[config.mk]
export PLATFORM = sky130hd
export DESIGN_NAME = e3rx_regs
export DESIGN_NICKNAME = d
export VERILOG_FILES = /design/src/verilog/e3rx_pkg.sv /design/src/verilog/e3rx_evt_if.sv /design/src/verilog/e3rx_evt_detect.sv /design/src/verilog/e3rx_wb_slave.sv /design/src/verilog/e3rx_regs.sv
export SDC_FILE = /design/constraint.sdc
export NUM_CORES = 1
export LEC_CHECK = 0
export BUFFER_PORTS_ARGS = -buffer_cell sky130_fd_sc_hd__buf_2
export CAP_MARGIN = 15
export CORE_ASPECT_RATIO = 0.7
export CORE_MARGIN = 4
export CORE_UTILIZATION = 47
export DETAILED_ROUTE_END_ITERATION = 8
export PLACE_DENSITY = 0.82
export SYNTH_ARGS = -nofsm -noshare
export SYNTH_HDL_FRONTEND = slang
export SYNTH_SLANG_ARGS = --single-unit
[constraint.sdc]
create_clock -name clk_i -period 2.19 [get_ports clk_i]
set_input_delay 0.219 -clock clk_i [delete_from_list [all_inputs] [get_ports clk_i]]
set_output_delay 0.219 -clock clk_i [all_outputs]
set_load 0.02 [all_outputs]
[src/verilog/e3rx_pkg.sv]
package e3rx_pkg;

	// ********************************
	// Register byte addresses
	// ********************************
	localparam logic [11:0] IRQ_EN_B_ADDR  = 12'h12E;
	localparam logic [11:0] MA_STATUS_ADDR = 12'h130;
	localparam logic [11:0] NR_GC_ADDR     = 12'h132;
	localparam logic [11:0] FE_COUNT_ADDR  = 12'h134;
	localparam logic [11:0] STATUS_ADDR    = 12'h138;
	localparam logic [11:0] GLOBAL_EN_ADDR = 12'h13C;
	localparam logic [11:0] CONFIG_ADDR    = 12'h140;

	// ********************************
	// Field positions
	// ********************************
	localparam int FE_BIT       = 8;
	localparam int REM_CNT_BIT  = 2;
	localparam int PAR_CNT_BIT  = 1;
	localparam int FE_CNT_BIT   = 0;
	localparam int RPT_LSB      = 4;
	localparam int TI_MSB       = 3;
	localparam int GC_LSB       = 8;
	localparam int PORT_EN_LSB  = 1;
	localparam int TI_EXT_BIT   = 0;

	// ********************************
	// Reset values and masks
	// ********************************
	localparam logic [15:0] REG_RESET   = 16'h0000;
	localparam logic [15:0] EVENT_MASK  = 16'h0107;
	localparam logic [3:0]  GLOBAL_MASK = 4'hF;

endpackage

[src/verilog/e3rx_evt_if.sv]
`timescale 1ns/1ps
`default_nettype none

interface e3rx_evt_if;
	logic        frame_err;
	logic        remote_cnt_nz;
	logic        parity_cnt_nz;
	logic        frame_cnt_nz;
	logic [15:0] set_vec;

	modport src (input frame_err, input remote_cnt_nz, input parity_cnt_nz,
		input frame_cnt_nz, output set_vec);
	modport dst (input set_vec);
endinterface

`default_nettype wire

[src/verilog/e3rx_evt_detect.sv]
`timescale 1ns/1ps
`default_nettype none

module e3rx_evt_detect (
	// Clock and reset
	input  wire logic clk_i,
	input  wire logic rst_i,
	// Events
	e3rx_evt_if.src   evt
);

	logic [2:0] cnt_nz_r;
	logic [2:0] cnt_nz_now;
	logic [2:0] cnt_rise;

	assign cnt_nz_now = {evt.remote_cnt_nz, evt.parity_cnt_nz, evt.frame_cnt_nz};
	assign cnt_rise   = cnt_nz_now & ~cnt_nz_r;

	always_comb begin
		evt.set_vec                       = e3rx_pkg::REG_RESET;
		evt.set_vec[e3rx_pkg::FE_BIT]     = evt.frame_err;
		evt.set_vec[e3rx_pkg::REM_CNT_BIT] = cnt_rise[2];
		evt.set_vec[e3rx_pkg::PAR_CNT_BIT] = cnt_rise[1];
		evt.set_vec[e3rx_pkg::FE_CNT_BIT]  = cnt_rise[0];
	end

	// Nonzero flags start at zero so a count present at reset raises a flag
	always_ff @(posedge clk_i) begin
		if (rst_i) begin
			cnt_nz_r <= 3'h0;
		end else begin
			cnt_nz_r <= cnt_nz_now;
		end
	end

endmodule

`default_nettype wire

[src/verilog/e3rx_wb_slave.sv]
`timescale 1ns/1ps
`default_nettype none

module e3rx_wb_slave (
	// Clock and reset
	input  wire logic        clk_i,
	input  wire logic        rst_i,
	// Wishbone handshake
	input  wire logic        cyc_i,
	input  wire logic        stb_i,
	output logic             ack_o,
	output logic             acc_o
);

	// One wait state, ack dropped after one cycle so back-to-back holds stay clean
	assign acc_o = cyc_i & stb_i & ~ack_o;

	always_ff @(posedge clk_i) begin
		if (rst_i) begin
			ack_o <= 1'b0;
		end else begin
			ack_o <= acc_o;
		end
	end

endmodule

`default_nettype wire

[src/verilog/e3rx_regs.sv]
// Local design decision: the Wishbone register port.
`timescale 1ns/1ps
`default_nettype none

// Contract
// - Frame error irq needs bit8, flag, port enable
// - Remote count irq needs bit2 and port enable
// - Parity count irq needs bit1 and port enable
// - Frame count irq needs bit0 and port enable
// - Enable zero disables, one enables
// - Payload type in MA bits 6:4
// - Extraction on: four timing bits 3:0
// - Extraction off: bit3 zero, three bits
// - GC byte in bits 15:8, reset zero
// - NR byte in bits 7:0, reset zero
// - Framing error sets frame error flag
// - Count flags set on nonzero rising
module e3rx_regs #(
	parameter int PORT_IDX = 0
) (
	// Clock and reset
	input  wire logic        clk_i,
	input  wire logic        rst_i,
	// Wishbone slave
	input  wire logic        cyc_i,
	input  wire logic        stb_i,
	input  wire logic        we_i,
	input  wire logic [11:0] adr_i,
	input  wire logic [3:0]  sel_i,
	input  wire logic [31:0] dat_i,
	output logic      [31:0] dat_o,
	output logic             ack_o,
	// Receive overhead
	input  wire logic        frame_err_i,
	input  wire logic        remote_cnt_nz_i,
	input  wire logic        parity_cnt_nz_i,
	input  wire logic        frame_cnt_nz_i,
	input  wire logic        ma_valid_i,
	input  wire logic [7:0]  ma_byte_i,
	input  wire logic        ti_word_valid_i,
	input  wire logic [3:0]  ti_word_i,
	input  wire logic        nr_gc_valid_i,
	input  wire logic [7:0]  nr_byte_i,
	input  wire logic [7:0]  gc_byte_i,
	input  wire logic [15:0] frame_err_count_i,
	// Interrupt
	output logic             irq_o
);

	// ********************************
	// Storage
	// ********************************
	logic [15:0] irq_en_r;
	logic [15:0] status_r;
	logic [15:0] status_nxt;
	logic [15:0] ma_status_r;
	logic [15:0] nr_gc_r;
	logic [3:0]  global_en_r;
	logic        ti_ext_r;
	logic [31:0] dat_nxt;
	logic        irq_nxt;

	// ********************************
	// Bus front end
	// ********************************
	logic acc;

	e3rx_wb_slave u_wb (
		.clk_i (clk_i),
		.rst_i (rst_i),
		.cyc_i (cyc_i),
		.stb_i (stb_i),
		.ack_o (ack_o),
		.acc_o (acc)
	);

	function automatic logic [15:0] lane_mask(input logic [3:0] sel);
		return {{8{sel[1]}}, {8{sel[0]}}};
	endfunction

	wire        wr        = acc & we_i;
	wire [15:0] wmask     = lane_mask(sel_i);
	wire [15:0] wdata     = dat_i[15:0] & wmask;
	wire        wr_en     = wr & (adr_i == e3rx_pkg::IRQ_EN_B_ADDR);
	wire        wr_status = wr & (adr_i == e3rx_pkg::STATUS_ADDR);
	wire        wr_global = wr & (adr_i == e3rx_pkg::GLOBAL_EN_ADDR);
	wire        wr_config = wr & (adr_i == e3rx_pkg::CONFIG_ADDR);

	// ********************************
	// Event detection
	// ********************************
	e3rx_evt_if evt_bus ();

	assign evt_bus.frame_err     = frame_err_i;
	assign evt_bus.remote_cnt_nz = remote_cnt_nz_i;
	assign evt_bus.parity_cnt_nz = parity_cnt_nz_i;
	assign evt_bus.frame_cnt_nz  = frame_cnt_nz_i;

	e3rx_evt_detect u_evt (
		.clk_i (clk_i),
		.rst_i (rst_i),
		.evt   (evt_bus)
	);

	// Set beats write-one-to-clear in the same cycle
	assign status_nxt = (status_r & ~(wr_status ? wdata : e3rx_pkg::REG_RESET))
		| evt_bus.set_vec;

	// ********************************
	// Interrupt combine
	// ********************************
	wire        port_en = global_en_r[PORT_IDX];
	wire [15:0] active  = status_r & irq_en_r;
	assign irq_nxt = port_en & (|active);

	// ********************************
	// Received overhead capture
	// ********************************
	// MA byte numbered 1..8 from msb: MA[3:5] is ma_byte_i[5:3]
	wire [2:0]  rpt_in  = ma_byte_i[5:3];
	wire [3:0]  ti_in   = ti_ext_r ? ti_word_i : {1'b0, ma_byte_i[2:0]};
	wire        ti_load = ti_ext_r ? ti_word_valid_i : ma_valid_i;

	// ********************************
	// Read mux
	// ********************************
	always_comb begin
		dat_nxt = 32'h0000_0000;
		case (adr_i)
			e3rx_pkg::IRQ_EN_B_ADDR:  dat_nxt[15:0] = irq_en_r;
			e3rx_pkg::MA_STATUS_ADDR: dat_nxt[15:0] = ma_status_r;
			e3rx_pkg::NR_GC_ADDR:     dat_nxt[15:0] = nr_gc_r;
			e3rx_pkg::FE_COUNT_ADDR:  dat_nxt[15:0] = frame_err_count_i;
			e3rx_pkg::STATUS_ADDR:    dat_nxt[15:0] = status_r;
			e3rx_pkg::GLOBAL_EN_ADDR:
				dat_nxt[e3rx_pkg::PORT_EN_LSB +: 4] = global_en_r;
			e3rx_pkg::CONFIG_ADDR:    dat_nxt[e3rx_pkg::TI_EXT_BIT] = ti_ext_r;
			default:                  dat_nxt = 32'h0000_0000;
		endcase
	end

	// ********************************
	// Registers
	// ********************************
	always_ff @(posedge clk_i) begin
		if (rst_i) begin
			irq_en_r <= e3rx_pkg::REG_RESET;
		end else if (wr_en) begin
			irq_en_r <= (irq_en_r & ~wmask) | (wdata & e3rx_pkg::EVENT_MASK);
		end
	end

	always_ff @(posedge clk_i) begin
		if (rst_i) begin
			status_r <= e3rx_pkg::REG_RESET;
		end else begin
			status_r <= status_nxt & e3rx_pkg::EVENT_MASK;
		end
	end

	always_ff @(posedge clk_i) begin
		if (rst_i) begin
			global_en_r <= 4'h0;
			ti_ext_r    <= 1'b0;
		end else begin
			if (wr_global && sel_i[0]) begin
				global_en_r <= dat_i[e3rx_pkg::PORT_EN_LSB +: 4] & e3rx_pkg::GLOBAL_MASK;
			end
			if (wr_config && sel_i[0]) begin
				ti_ext_r <= dat_i[e3rx_pkg::TI_EXT_BIT];
			end
		end
	end

	always_ff @(posedge clk_i) begin
		if (rst_i) begin
			ma_status_r <= e3rx_pkg::REG_RESET;
		end else begin
			if (ma_valid_i) begin
				ma_status_r[e3rx_pkg::RPT_LSB +: 3] <= rpt_in;
			end
			if (ti_load) begin
				ma_status_r[e3rx_pkg::TI_MSB:0] <= ti_in;
			end
		end
	end

	always_ff @(posedge clk_i) begin
		if (rst_i) begin
			nr_gc_r <= e3rx_pkg::REG_RESET;
		end else if (nr_gc_valid_i) begin
			nr_gc_r <= {gc_byte_i, nr_byte_i};
		end
	end

	always_ff @(posedge clk_i) begin
		if (rst_i) begin
			dat_o <= 32'h0000_0000;
			irq_o <= 1'b0;
		end else begin
			dat_o <= acc ? dat_nxt : 32'h0000_0000;
			irq_o <= irq_nxt;
		end
	end

endmodule

`default_nettype wire

==> results of run 1 <==
through the flow:
stage | cells | utilization [%]
2_1_floorplan | 320 | -
3_3_place_gp | 462 | 55.54
6_report | 478 | 58.39
3_5_place_dp | 462 | 55.54
4_1_cts | 478 | 58.39
5_1_grt | 478 | 58.39
area by class of cell:
| class | instances | area [µm²] |
|---|---|---|
| flip-flops and latches | 69 | 1381 |
| clock buffers | 11 | 141.4 |
| fillers | 539 | 2586 |
| well taps | 78 | 97.59 |
| inverters | 9 | 33.78 |
| clock inverters | 5 | 36.28 |
| repair buffers | 100 | 535.5 |
| multi-input cells | 206 | 1404 |
worst min-delay path: cells and delay by family:
family,cells,cell delay [ns]
buffers and inverters,1,0.07
multiplexers,1,0.05
AND/OR/NAND/NOR,1,0.07
registers in the layout (all words and copies together) (netlist names), 3 cells and up, named ones only:
signal	cells
status_r	4
u_evt.cnt_nz_r	3
global_en_r	4
nr_gc_r	16
ma_status_r	7
dat_o	16
irq_en_r	12
routing by layer:
metal | vias up | track usage, %
met4 | 0 | 3.879
met2 | 100 | 30.23
met5 | - | 0
met1 | 1186 | 29.55
met3 | 7 | 7.685
li1 | 1260 | -
cell usage after synthesis (3+ instances only):
cell | n | area [µm²]
clkbuf_1 | 8 | 30.03
a32o_1 | 3 | 30.03
mux2i_1 | 23 | 230.2
o21ai_0 | 10 | 50.05
buf_4 | 18 | 135.1
buf_2 | 4 | 20.02
buf_1 | 3 | 11.26
nor2b_1 | 8 | 50.05
a22oi_1 | 13 | 97.59
a211oi_1 | 3 | 22.52
a222oi_1 | 8 | 80.08
dfxtp_1 | 69 | 1381
mux2_2 | 3 | 33.78
and2_1 | 16 | 100.1
nor2_1 | 32 | 120.1
nor4_1 | 3 | 18.77
a21oi_1 | 18 | 90.09
a22o_1 | 5 | 43.79
inv_1 | 9 | 33.78
nand3_1 | 9 | 45.04
buf_6 | 3 | 33.78
nand4_1 | 7 | 43.79
logic make-up after synthesis:
kind of cell | Yosys count
flip-flops | 69
buffers and inverters | 45
AO/OA/AOI/OAI | 70
multiplexers | 26
AND/OR/NAND/NOR | 94
other | 1
where the power goes:
group          switching (mW)  total, mW  internal [mW]
sequential             0.0264       1.32           1.29
combinational           0.126      0.223         0.0971
clock                   0.484      0.925          0.441
total                   0.636       2.46           1.83
final timing paths:
path,startpoint,to,slack (ns),depth (start not counted)
worst min-delay path,ma_byte_i[4],ma_status_r[5]$_SDFFE_PP0P_,0.11,3
worst min register to register,global_en_r[0]$_SDFFE_PP0P_,irq_o$_SDFF_PP0_,0.46,2
worst max-delay path,u_wb.ack_o$_SDFF_PP0_,irq_en_r[3]$_SDFFE_PP0P_,0.53,4
worst max register to register,u_wb.ack_o$_SDFF_PP0_,irq_en_r[3]$_SDFFE_PP0P_,0.53,4
cells in the final DEF (no fill, tap or decap), types with 2 or more instances in the layout:
master,n
buf_2,91
dfxtp_1,69
nor2_1,32
mux2i_1,23
a21oi_1,18
and2_1,16
conb_1,16
a22oi_1,13
o21ai_0,10
clkbuf_8,10
inv_1,9
nand3_1,9
nor2b_1,8
a222oi_1,8
buf_4,8
nand4_1,7
a22o_1,5
nor4_1,3
mux2_2,3
a32o_1,3
a211oi_1,3
clkinvlp_4,3
and4b_1,2
nor4b_4,2
nor3_1,2
a21oi_2,2
a22oi_2,2
a32oi_1,2
nand2_1,2
==> reports/summary.log, run 1 <==
qor: run_status.result_of_the_run finished, final reports clean
qor: worst_setup_path.crit_slowest_cell and2_1
qor: global_route.groute.usage.overall 20.69%
qor: floorplanning.design.die.area 7729 µm²
qor: drt.wl_per_cell 16.24 µm
qor: global_route.total_congestion_overflow 0
qor: clocking.post_cts_buffers 0
qor: global_route.first_pass_grt_wire_length 12.16 mm
qor: yosys.synthFlopType dfxtp_1
qor: worst_setup_path.cpLargestDelayFamily simple AND/OR/NAND/NOR gates
qor: min_path.holdCritPathClass input pin to flop
qor: placement.place_ws 0.3053 ns
qor: pwr.power.density 678.7 nW/µm²
qor: yosys.synthesis.area_per_instance 9.813 µm²
qor: yosys.synth_edf_count 0
qor: timing.setup_ws_post_layout 0.5319 ns
qor: yosys.synthSimpleGateAreaFrac 18.98%
qor: worst_setup_path.crit_chain and4b_1 -> and2_1 -> a21oi_1 -> and2_1
qor: clocking.clock_tree.htree_level_count 3
qor: layout.nets 499
qor: timing.setup-violations-final 0
qor: clocking.cts.path.max_buffers 2
qor: yosys.syn-instance-count 305
qor: clocking.cts.hold.buffers_added 0
qor: timing.final.setup.tns 0 ns
qor: worst_setup_path.startpoint_type flop
qor: floorplanning.die_h 74.77 µm
qor: layout.antenna_cells_inserted 0
qor: yosys.mappedNetlistArea 2993 µm²
qor: yosys.ys_warn_count 0
qor: worst_setup_path.cp_slowest_stage_delay 0.43 ns
qor: timing.maxSlewViolCount 0
qor: clocking.worst_setup_hold_path_clk_slew 0.07 ns
qor: drt.dr.first_iter.drc_count 246
qor: yosys.synth.yosys.seq_area_share 46.15%
qor: clocking.cts.repair.resized 0
qor: timing.grt_setup_unrepaired no
qor: yosys.yosysUniqueCellTypes 45
qor: global_route.first_global_vias 2472
qor: yosys.post_synth_xor_area_fraction 0%
qor: yosys.synth_seq_cells 69
qor: yosys.ys_async_sr_fraction 0%
qor: timing.finalCritPeriodShare 75.71%
qor: placement.placedInstanceArea 3452 µm²
qor: drt.wirelength_met1 3.619 mm
qor: worst_setup_path.worstPathMaxFanout 13
qor: drt.drt_wl_total 7.763 mm
qor: pwr.power.leakage 1.560 nW
qor: pwr.max-vdd-ir-drop 0.3521 mV
qor: worst_setup_path.setup.worst_path.end_class flop
qor: yosys.dominant_combinational_cell_family_by_area_after_synthesis simple AND/OR/NAND/NOR gates
qor: timing.slew_headroom 65.73%
qor: drt.top_layer_used met4
qor: drt.routed-wl-met3 587 µm
qor: clocking.cts-buffers-inserted 9
qor: timing.worst_hold_margin 0.1089 ns
qor: placement.gp_congestion 0.8707
qor: timing.timing_worst_slew_pin_value 0.5101 ns
qor: worst_setup_path.buf_inv_stages_crit_path 0
qor: clocking.tritoncts built
qor: clocking.worstSkewPairLatency 0.35 ns
qor: timing.finalClockSkew 0.007733 ns
qor: drt.routed-wl-met2 3.499 mm
qor: timing.timing.fmax 603.1 MHz
qor: floorplanning.core.rowCount 24
qor: pwr.post-layout-total-power 2.464 mW
qor: drt.ant_nets 0
qor: yosys.yosys-mux-area-fraction 8.821%
qor: timing.timing.final.crit_period 1.658 ns
qor: drt.post_drt_via_cell_ratio 5.341
qor: timing.hold_viol 0
qor: clocking.cts_root_buffer clkbuf_8
qor: yosys.synth_compound_gate_area_share 17.10%
qor: layout.layout-area-overhead-vs-synth 21.28%
qor: placement.io_buffers 91
qor: global_route.grt_max_degree 40
qor: yosys.adder_cell_share_of_the_synthesized_area 0%
qor: layout.final_cell_area 3630 µm²
qor: worst_setup_path.critPathMostFrequentCell and2_1
qor: worst_setup_path.worst-setup-path-type flop to flop
qor: worst_setup_path.critPathArrivalTime 1.89 ns
qor: placement.dp.final_hpwl 5.885 mm
qor: drt.drcViolationCount 0
qor: floorplanning.core_region_area 6216 µm²
qor: global_route.antenna_violations_before_repair 0
qor: clocking.clock_sink_count 69
qor: floorplanning.initial_utilization 48.15%
qor: drt.vias 2553
qor: drt.drt-pass1-iter-count 4
qor: floorplanning.boundaryPins 138
qor: layout.drive_gt1_share 32.50%
qor: worst_setup_path.worst_ep_required_time 2.43 ns
qor: floorplanning.dieWidth 103.4 µm
qor: job.max_cap_violations 0
No activity file was read; power rests on OpenSTA's default activity.
==> run 2: changes to the inputs <==
ABC_AREA = 1   (was default)
CORE_UTILIZATION = 43   (was 47)
PLACE_DENSITY = 0.78   (was 0.82)
clock period = 1.37 ns   (was 2.19 ns; I/O delays follow)
==> run 2 against run 1 <==
Sequential cell count is the same. Global-route usage shrank 0.46 points. Highest routed layer unchanged. Total power grew 78%. Non-clock buffer count grew 25. Via count grew 30%. Sequential share of layout area shrank 6.0 points.
==> reports/summary.log, run 2 <==
qor: drt.wl_per_cell 13.63 µm [-16%]
qor: min_path.startpoint_of_the_most_critical_hold_path gc_byte_i[7]
qor: placement.place_ws -0.01603 ns [-0.3213 ns]
qor: yosys.mappedNetlistArea 3342 µm² [+12%]
qor: layout.nets 683 [+37%]
qor: pwr.power.density 1020 nW/µm² [+50%]
qor: min_path.hold-path-cell-count 3 [unchanged]
qor: floorplanning.dieWidth 113.4 µm [+9.7%]
qor: drt.drt_wl_total 9.298 mm [+20%]
qor: clocking.tritoncts built
qor: worst_setup_path.worst_ep_required_time 1.65 ns [-0.78 ns]
qor: floorplanning.core.rowCount 26 [+8.3%]
qor: pwr.post-layout-total-power 4.394 mW [+78%]
qor: floorplanning.core_region_area 7417 µm² [+19%]
qor: global_route.first_pass_grt_wire_length 14.59 mm [+20%]
qor: layout.reg_top3 dat_o: 16 flops, nr_gc_r: 16 flops, irq_en_r: 12 flops
qor: drt.ant_nets 0 [unchanged]
qor: job.max_cap_violations 0 [unchanged]
qor: placement.gp_congestion 0.8941 [+2.7%]
qor: drt.dr.first_iter.drc_count 223 [-9.3%]
qor: yosys.most_frequent_cell_after_synthesis nor2_1
qor: placement.io_buffers 91 [unchanged]
qor: timing.finalCritPeriodShare 90.75% [+15 points]
qor: yosys.synth_top_area_cell dfxtp_1
qor: yosys.synth.top_cell.area_share 41.33% [-4.8 points]
qor: yosys.ys_warn_count 0 [unchanged]
qor: yosys.synth_commonest_cells nor2_1 (94), dfxtp_1 (69), nand2_1 (54), inv_1 (48), o21ai_0 (38)
qor: global_route.total_congestion_overflow 0 [unchanged]
qor: global_route.first_global_vias 3179 [+29%]
qor: global_route.antenna_violations_before_repair 0 [unchanged]
qor: floorplanning.initial_utilization 45.06% [-3.1 points]
qor: clocking.clock_sink_count 69 [unchanged]
qor: worst_setup_path.startpoint_type flop
qor: drt.post_drt_via_cell_ratio 4.850 [-9.2%]
qor: yosys.synth_edf_count 0 [unchanged]
qor: timing.finalClockSkew 0.006559 ns [-0.001174 ns]
qor: placement.number_of_cells_after_detailed_placement 658 [+42%]
qor: run_status.result_of_the_run finished, final reports clean
qor: worst_setup_path.setup.worst_path.end_class flop
qor: layout.antenna_cells_inserted 0 [unchanged]
qor: worst_setup_path.worstPathMaxFanout 8 [-5]
qor: layout.layout-area-overhead-vs-synth 28.87%
qor: drt.vias 3308 [+30%]
qor: placement.dp.final_hpwl 7.098 mm [+21%]
qor: layout.drive_gt1_share 30.48% [-2.0 points]
qor: yosys.synthFlopType dfxtp_1
qor: pwr.max-vdd-ir-drop 0.5739 mV [+63%]
qor: floorplanning.design.die.area 9269 µm² [+20%]
qor: yosys.yosysUniqueCellTypes 29 [-36%]
qor: clocking.cts-buffers-inserted 9 [unchanged]
qor: drt.drcViolationCount 0 [unchanged]
qor: layout.layout.cells.most_common nor2_1
qor: yosys.synth.yosys.seq_area_share 41.33% [-4.8 points]
qor: clocking.post_cts_buffers 0 [unchanged]
qor: worst_setup_path.critical_path.reg2reg.startpoint u_wb.ack_o$_SDFF_PP0_
qor: timing.timing.fmax 804.3 MHz [+33%]
qor: worst_setup_path.critPathArrivalTime 1.52 ns [-0.37 ns]
qor: timing.timing.final.crit_period 1.243 ns [-0.4148 ns]
qor: layout.final_core_util 58.06% [-0.33 points]
qor: worst_setup_path.worst_r2r_path_depth 7 [+3]
qor: timing.worst_hold_margin 0.01380 ns [-0.09510 ns]
qor: yosys.synth_seq_cells 69 [unchanged]
qor: global_route.groute.usage.overall 20.23% [-0.46 points]
qor: pwr.power.leakage 2.104 nW [+35%]
qor: yosys.syn-instance-count 457 [+50%]
qor: timing.maxSlewViolCount 0 [unchanged]
qor: timing.setup-violations-final 0 [unchanged]
qor: clocking.clock_tree.htree_level_count 3 [unchanged]
qor: timing.hold_viol 0 [unchanged]
qor: timing.grt_setup_unrepaired no
qor: yosys.post_synth_main_area_contributors dfxtp_1 (41%), nor2_1 (11%), nand2_1 (6.1%)
qor: clocking.cts_root_buffer clkbuf_8
qor: timing.setup_ws_post_layout 0.1267 ns [-0.4052 ns]
qor: min_path.whs_endpoint nr_gc_r[15]$_SDFFE_PP0P_
qor: worst_setup_path.worst-setup-path-type flop to flop
qor: clocking.worstSkewPairLatency 0.35 ns [about the same]
qor: worst_setup_path.regToRegSetupSlack 0.13 ns [-0.41 ns]
qor: clocking.cts.path.max_buffers 2 [unchanged]
qor: layout.final-instance-count-excl-fill 682 [+43%]
qor: global_route.grt_max_degree 26 [-35%]
qor: clocking.worst_setup_hold_path_clk_slew 0.07 ns [about the same]
qor: floorplanning.die_h 81.76 µm [+9.4%]
qor: yosys.synthesis.area_per_instance 7.313 µm² [-25%]
qor: layout.mostFrequentLayoutCells nor2_1 (94), buf_2 (91), dfxtp_1 (69)
qor: floorplanning.boundaryPins 138 [unchanged]
qor: min_path.holdCritPathClass input pin to flop
qor: drt.drt-pass1-iter-count 6 [+2]
qor: yosys.ys_async_sr_fraction 0% [unchanged]
-- run 2: cells by family after synthesis --
kind of cell	synth area share [%]
flops	41.33
compound gates	9.659
other cells	0.1122
buf+inv	11.94
simple gates	36.95
-- run 2: worst max-delay path by stage --
stage / start / to / cells after the start
5_1_grt: u_wb.ack_o$_SDFF_PP0_ / flop / 7
2_1_floorplan: u_wb.ack_o$_SDFF_PP0_ / flop / 7
6_report: u_wb.ack_o$_SDFF_PP0_ / flop / 7
4_1_cts: u_wb.ack_o$_SDFF_PP0_ / flop / 7
3_5_place_dp: adr_i[0] / status_r[8]$_SDFF_PP0_ / 8
3_3_place_gp: adr_i[11] / dat_o[2]$_SDFF_PP0_ / 9
-- run 2: timing repair --
item	in CTS	in global routing
resized for setup	0	1
hold buffers	8	0
endpoints found under the setup margin	0	1
hold endpoints to repair	8	0
-- run 2: final cells by class --
class	count	area [µm²]
Multi-Input combinational cell	320	1620
Inverter	54	202.7
Clock inverter	5	82.58
Tap cell	98	122.6
Fill cell	721	3110
Clock buffer	11	141.4
Sequential cell	69	1381
Timing Repair Buffer	125	755.7
-- run 2: per-stage QoR --
| stage | instance area, µm² | setup TNS, ns |
|---|---|---|
| after floorplan | 3398 | 0 |
| after global placement | 4000 | 0 |
| after detailed placement | 4000 | -0.01668 |
| after CTS | 4304 | 0 |
| after global routing | 4307 | 0 |
| final | 4307 | 0 |
-- run 2: routing by layer --
metal	vias to the layer above	wire length (µm)	global-route usage [%]
li1	1664	-	-
met5	-	0	0
met1	1499	4166	26.13
met4	0	110	7.443
met2	130	4245	33.10
met3	15	775	5.081
-- run 2: report_power, final --
group | switching [mW] | total (mW) | internal (mW)
Sequential | 0.0367 | 2.10 | 2.07
Clock | 0.791 | 1.87 | 1.08
Combinational | 0.250 | 0.419 | 0.169
Total | 1.08 | 4.39 | 3.32
-- run 2: worst max-delay path, stage by stage (launching register included) --
cell and delay, ns:
dfxtp_1 0.31, inv_1 0.06, nand3_2 0.08, nor2_1 0.20, nand2_2 0.14, nor2_8 0.20, nor2_1 0.08, nor3_2 0.11
==> run 3: changes to the inputs <==
SETUP_SLACK_MARGIN = 0.4   (was default)
==> run 3 against run 2 <==
Total power increased by 0.50%. Sequential power about the same. Final cell count increased by 0.59%. Register-to-register slack got worse by 0.03 ns. Count of clock-buffer cells in the layout decreased by 2. Sequential share of layout area decreased by 2.5 points. Critical path type unchanged.
==> reports/summary.log, run 3 (same netlist as run 2, synthesis figures left out) <==
qor: floorplanning.design.die.area 9269 µm² [unchanged]
qor: pwr.power.density 934.3 nW/µm² [-8.4%]
qor: global_route.total_congestion_overflow 0 [unchanged]
qor: layout.nets 687 [+0.59%]
qor: layout.mostFrequentLayoutCells nor2_1 (88), buf_2 (75), dfxtp_1 (59)
qor: floorplanning.dieWidth 113.4 µm [unchanged]
qor: placement.gp_congestion 0.9440 [+5.6%]
qor: worst_setup_path.critical_path.reg2reg.startpoint u_wb.ack_o$_SDFF_PP0_
qor: worst_setup_path.cp_slowest_stage_delay 0.35 ns [+0.04 ns]
qor: floorplanning.core_region_area 7417 µm² [unchanged]
qor: timing.final.setup.tns 0 ns [unchanged]
qor: drt.drt_wl_total 9.491 mm [+2.1%]
qor: timing.hold_viol 0 [unchanged]
qor: worst_setup_path.worst_ep_required_time 1.66 ns [about the same]
qor: clocking.worstSkewPairLatency 0.35 ns [about the same]
qor: layout.layout-area-overhead-vs-synth 41.45%
qor: worst_setup_path.worst_r2r_path_depth 9 [+2]
qor: clocking.cts.path.max_buffers 2 [unchanged]
qor: timing.finalCritPeriodShare 93.16% [+2.4 points]
qor: worst_setup_path.setup.worst_path.end_class flop
qor: worst_setup_path.startpoint_type flop
qor: worst_setup_path.worst_setup_path_startpoint u_wb.ack_o$_SDFF_PP0_
qor: placement.io_buffers 91 [unchanged]
qor: min_path.hold-path-cell-count 3 [unchanged]
qor: placement.dp.final_hpwl 7.017 mm [-1.1%]
qor: layout.final_core_util 63.73% [+5.7 points]
qor: timing.maxSlewViolCount 0 [unchanged]
qor: drt.drt-pass1-iter-count 4 [-2]
qor: timing.finalClockSkew 0.008274 ns [+0.001715 ns]
qor: clocking.worst_setup_hold_path_clk_slew 0.08 ns [about the same]
qor: global_route.antenna_violations_before_repair 0 [unchanged]
qor: floorplanning.boundaryPins 138 [unchanged]
qor: worst_setup_path.cp-endpoint dat_o[10]$_SDFF_PP0_
qor: floorplanning.initial_utilization 45.06% [unchanged]
qor: global_route.grt_max_degree 36 [+38%]
qor: worst_setup_path.worstPathMaxFanout 5 [-3]
qor: drt.vias 3354 [+1.4%]
qor: worst_setup_path.critPathMostFrequentCell buf_6
qor: run_status.result_of_the_run finished, final reports clean
qor: drt.dr.first_iter.drc_count 200 [-10%]
qor: worst_setup_path.worst-setup-path-type flop to flop
qor: job.max_cap_violations 0 [unchanged]
qor: clocking.clock_sink_count 69 [unchanged]
qor: floorplanning.core.rowCount 26 [unchanged]
qor: floorplanning.die_h 81.76 µm [unchanged]
qor: worst_setup_path.crit_slowest_cell dfxtp_4
qor: timing.grt_setup_unrepaired yes
qor: worst_setup_path.critPathArrivalTime 1.57 ns [+0.05 ns]
qor: worst_setup_path.regToRegSetupSlack 0.09 ns [-0.03 ns]
qor: drt.drcViolationCount 0 [unchanged]
qor: layout.antenna_cells_inserted 0 [unchanged]
qor: global_route.first_pass_grt_wire_length 14.96 mm [+2.5%]
qor: timing.setup-violations-final 0 [unchanged]
qor: clocking.tritoncts built
qor: worst_setup_path.worstReg2RegEnd dat_o[10]$_SDFF_PP0_
qor: drt.ant_nets 0 [unchanged]
qor: timing.timing.final.crit_period 1.276 ns [+0.03292 ns]
qor: worst_setup_path.crit_chain inv_4 -> nand3_4 -> buf_6 -> buf_6 -> nor2_4 -> buf_6 -> o21ai_4 -> buf_12 -> nor2_4
qor: layout.layout.cells.most_common nor2_1
qor: drt.post_drt_via_cell_ratio 4.889 [+0.80%]
qor: pwr.max-vdd-ir-drop 0.6285 mV [+9.5%]
qor: min_path.holdCritPathClass input pin to flop
qor: clocking.clock_tree.htree_level_count 3 [unchanged]
qor: global_route.groute.usage.overall 20.71% [+0.48 points]
qor: layout.drive_gt1_share 39.46% [+9.0 points]
qor: timing.timing.fmax 783.6 MHz [-2.6%]
qor: pwr.power.leakage 2.207 nW [+4.9%]
qor: clocking.cts_root_buffer clkbuf_8
qor: layout.number_of_filler_instances_in_the_final_layout 620 [-14%]
qor: drt.wl_per_cell 13.84 µm [+1.5%]
qor: clocking.cts-buffers-inserted 9 [unchanged]
qor: layout.reg_top3 dat_o: 16 flops, nr_gc_r: 16 flops, irq_en_r: 12 flops
qor: global_route.first_global_vias 3185 [+0.19%]
[run 3: worst max-delay path: cells and delay by family (launching register included)]
kind	cells	cell delay (ns)
AOI/OAI and AO/OA	1	0.08
buffers and inverters	5	0.55
DFF	1	0.35
and+or+nand+nor	3	0.24
[run 3: report_power, final]
group	switching [mW]	internal [mW]	leakage (nW)
Sequential	0.0407	2.06	0.569
Combinational	0.285	0.196	1.53
Clock	0.799	1.03	0.110
Total	1.12	3.29	2.21
[run 3: cell type report]
cell class / count / area, µm² / share of cell area [%]
multi-input cells: 320 / 1832 / 38.75
flip-flops and latches: 69 / 1399 / 29.59
well taps: 98 / 122.6 / 2.594
clock buffers: 9 / 123.9 / 2.620
inverters: 54 / 247.7 / 5.241
clock inverters: 7 / 98.84 / 2.091
repair buffers: 129 / 903.4 / 19.11
[run 3: worst min path at each step]
| stage | end | slack, ns | start |
|---|---|---|---|
| 6_report | nr_gc_r[14]$_SDFFE_PP0P_ | 0.01 | gc_byte_i[6] |
| 2_1_floorplan | u_evt.cnt_nz_r[0]$_SDFF_PP0_ | 0.26 | frame_cnt_nz_i |
| 4_1_cts | u_evt.cnt_nz_r[2]$_SDFF_PP0_ | 0.0009 | remote_cnt_nz_i |
| 3_3_place_gp | nr_gc_r[10]$_SDFFE_PP0P_ | 0.36 | gc_byte_i[2] |
| 5_1_grt | nr_gc_r[14]$_SDFFE_PP0P_ | 0.004 | gc_byte_i[6] |
| 3_5_place_dp | u_evt.cnt_nz_r[2]$_SDFF_PP0_ | 0.36 | remote_cnt_nz_i |
[run 3: repair_timing]
action	in CTS	in global routing
setup endpoints to repair	50	63
hold buffers	3	0
resized for setup	29	57
pin swaps	7	9
gates cloned	1	0
endpoints found under the hold margin	3	0
setup buffers	7	1
[run 3: routing by layer]
layer / share of wire [%] / vias up / GRT usage [%]
li1: - / 1682 / -
met1: 44 / 1542 / 27.09
met2: 47 / 112 / 33.10
met3: 7.5 / 18 / 6.333
met4: 1.6 / 0 / 6.483
met5: 0 / - / 0
[run 3: per-stage QoR]
stage          std cells  hold WS, ns  power (mW)  instance area, µm²  setup slack (ns)
5_1_grt              686     0.003615       4.576                4727           0.02816
3_3_place_gp         658       0.3583       2.565                4113           0.03454
6_report             686      0.01388       4.416                4727           0.09377
4_1_cts              685    0.0009144       4.434                4523           0.04115
3_5_place_dp         658       0.3643       2.581                4113          0.001990
2_1_floorplan        472       0.2619       2.401                3498            0.1939
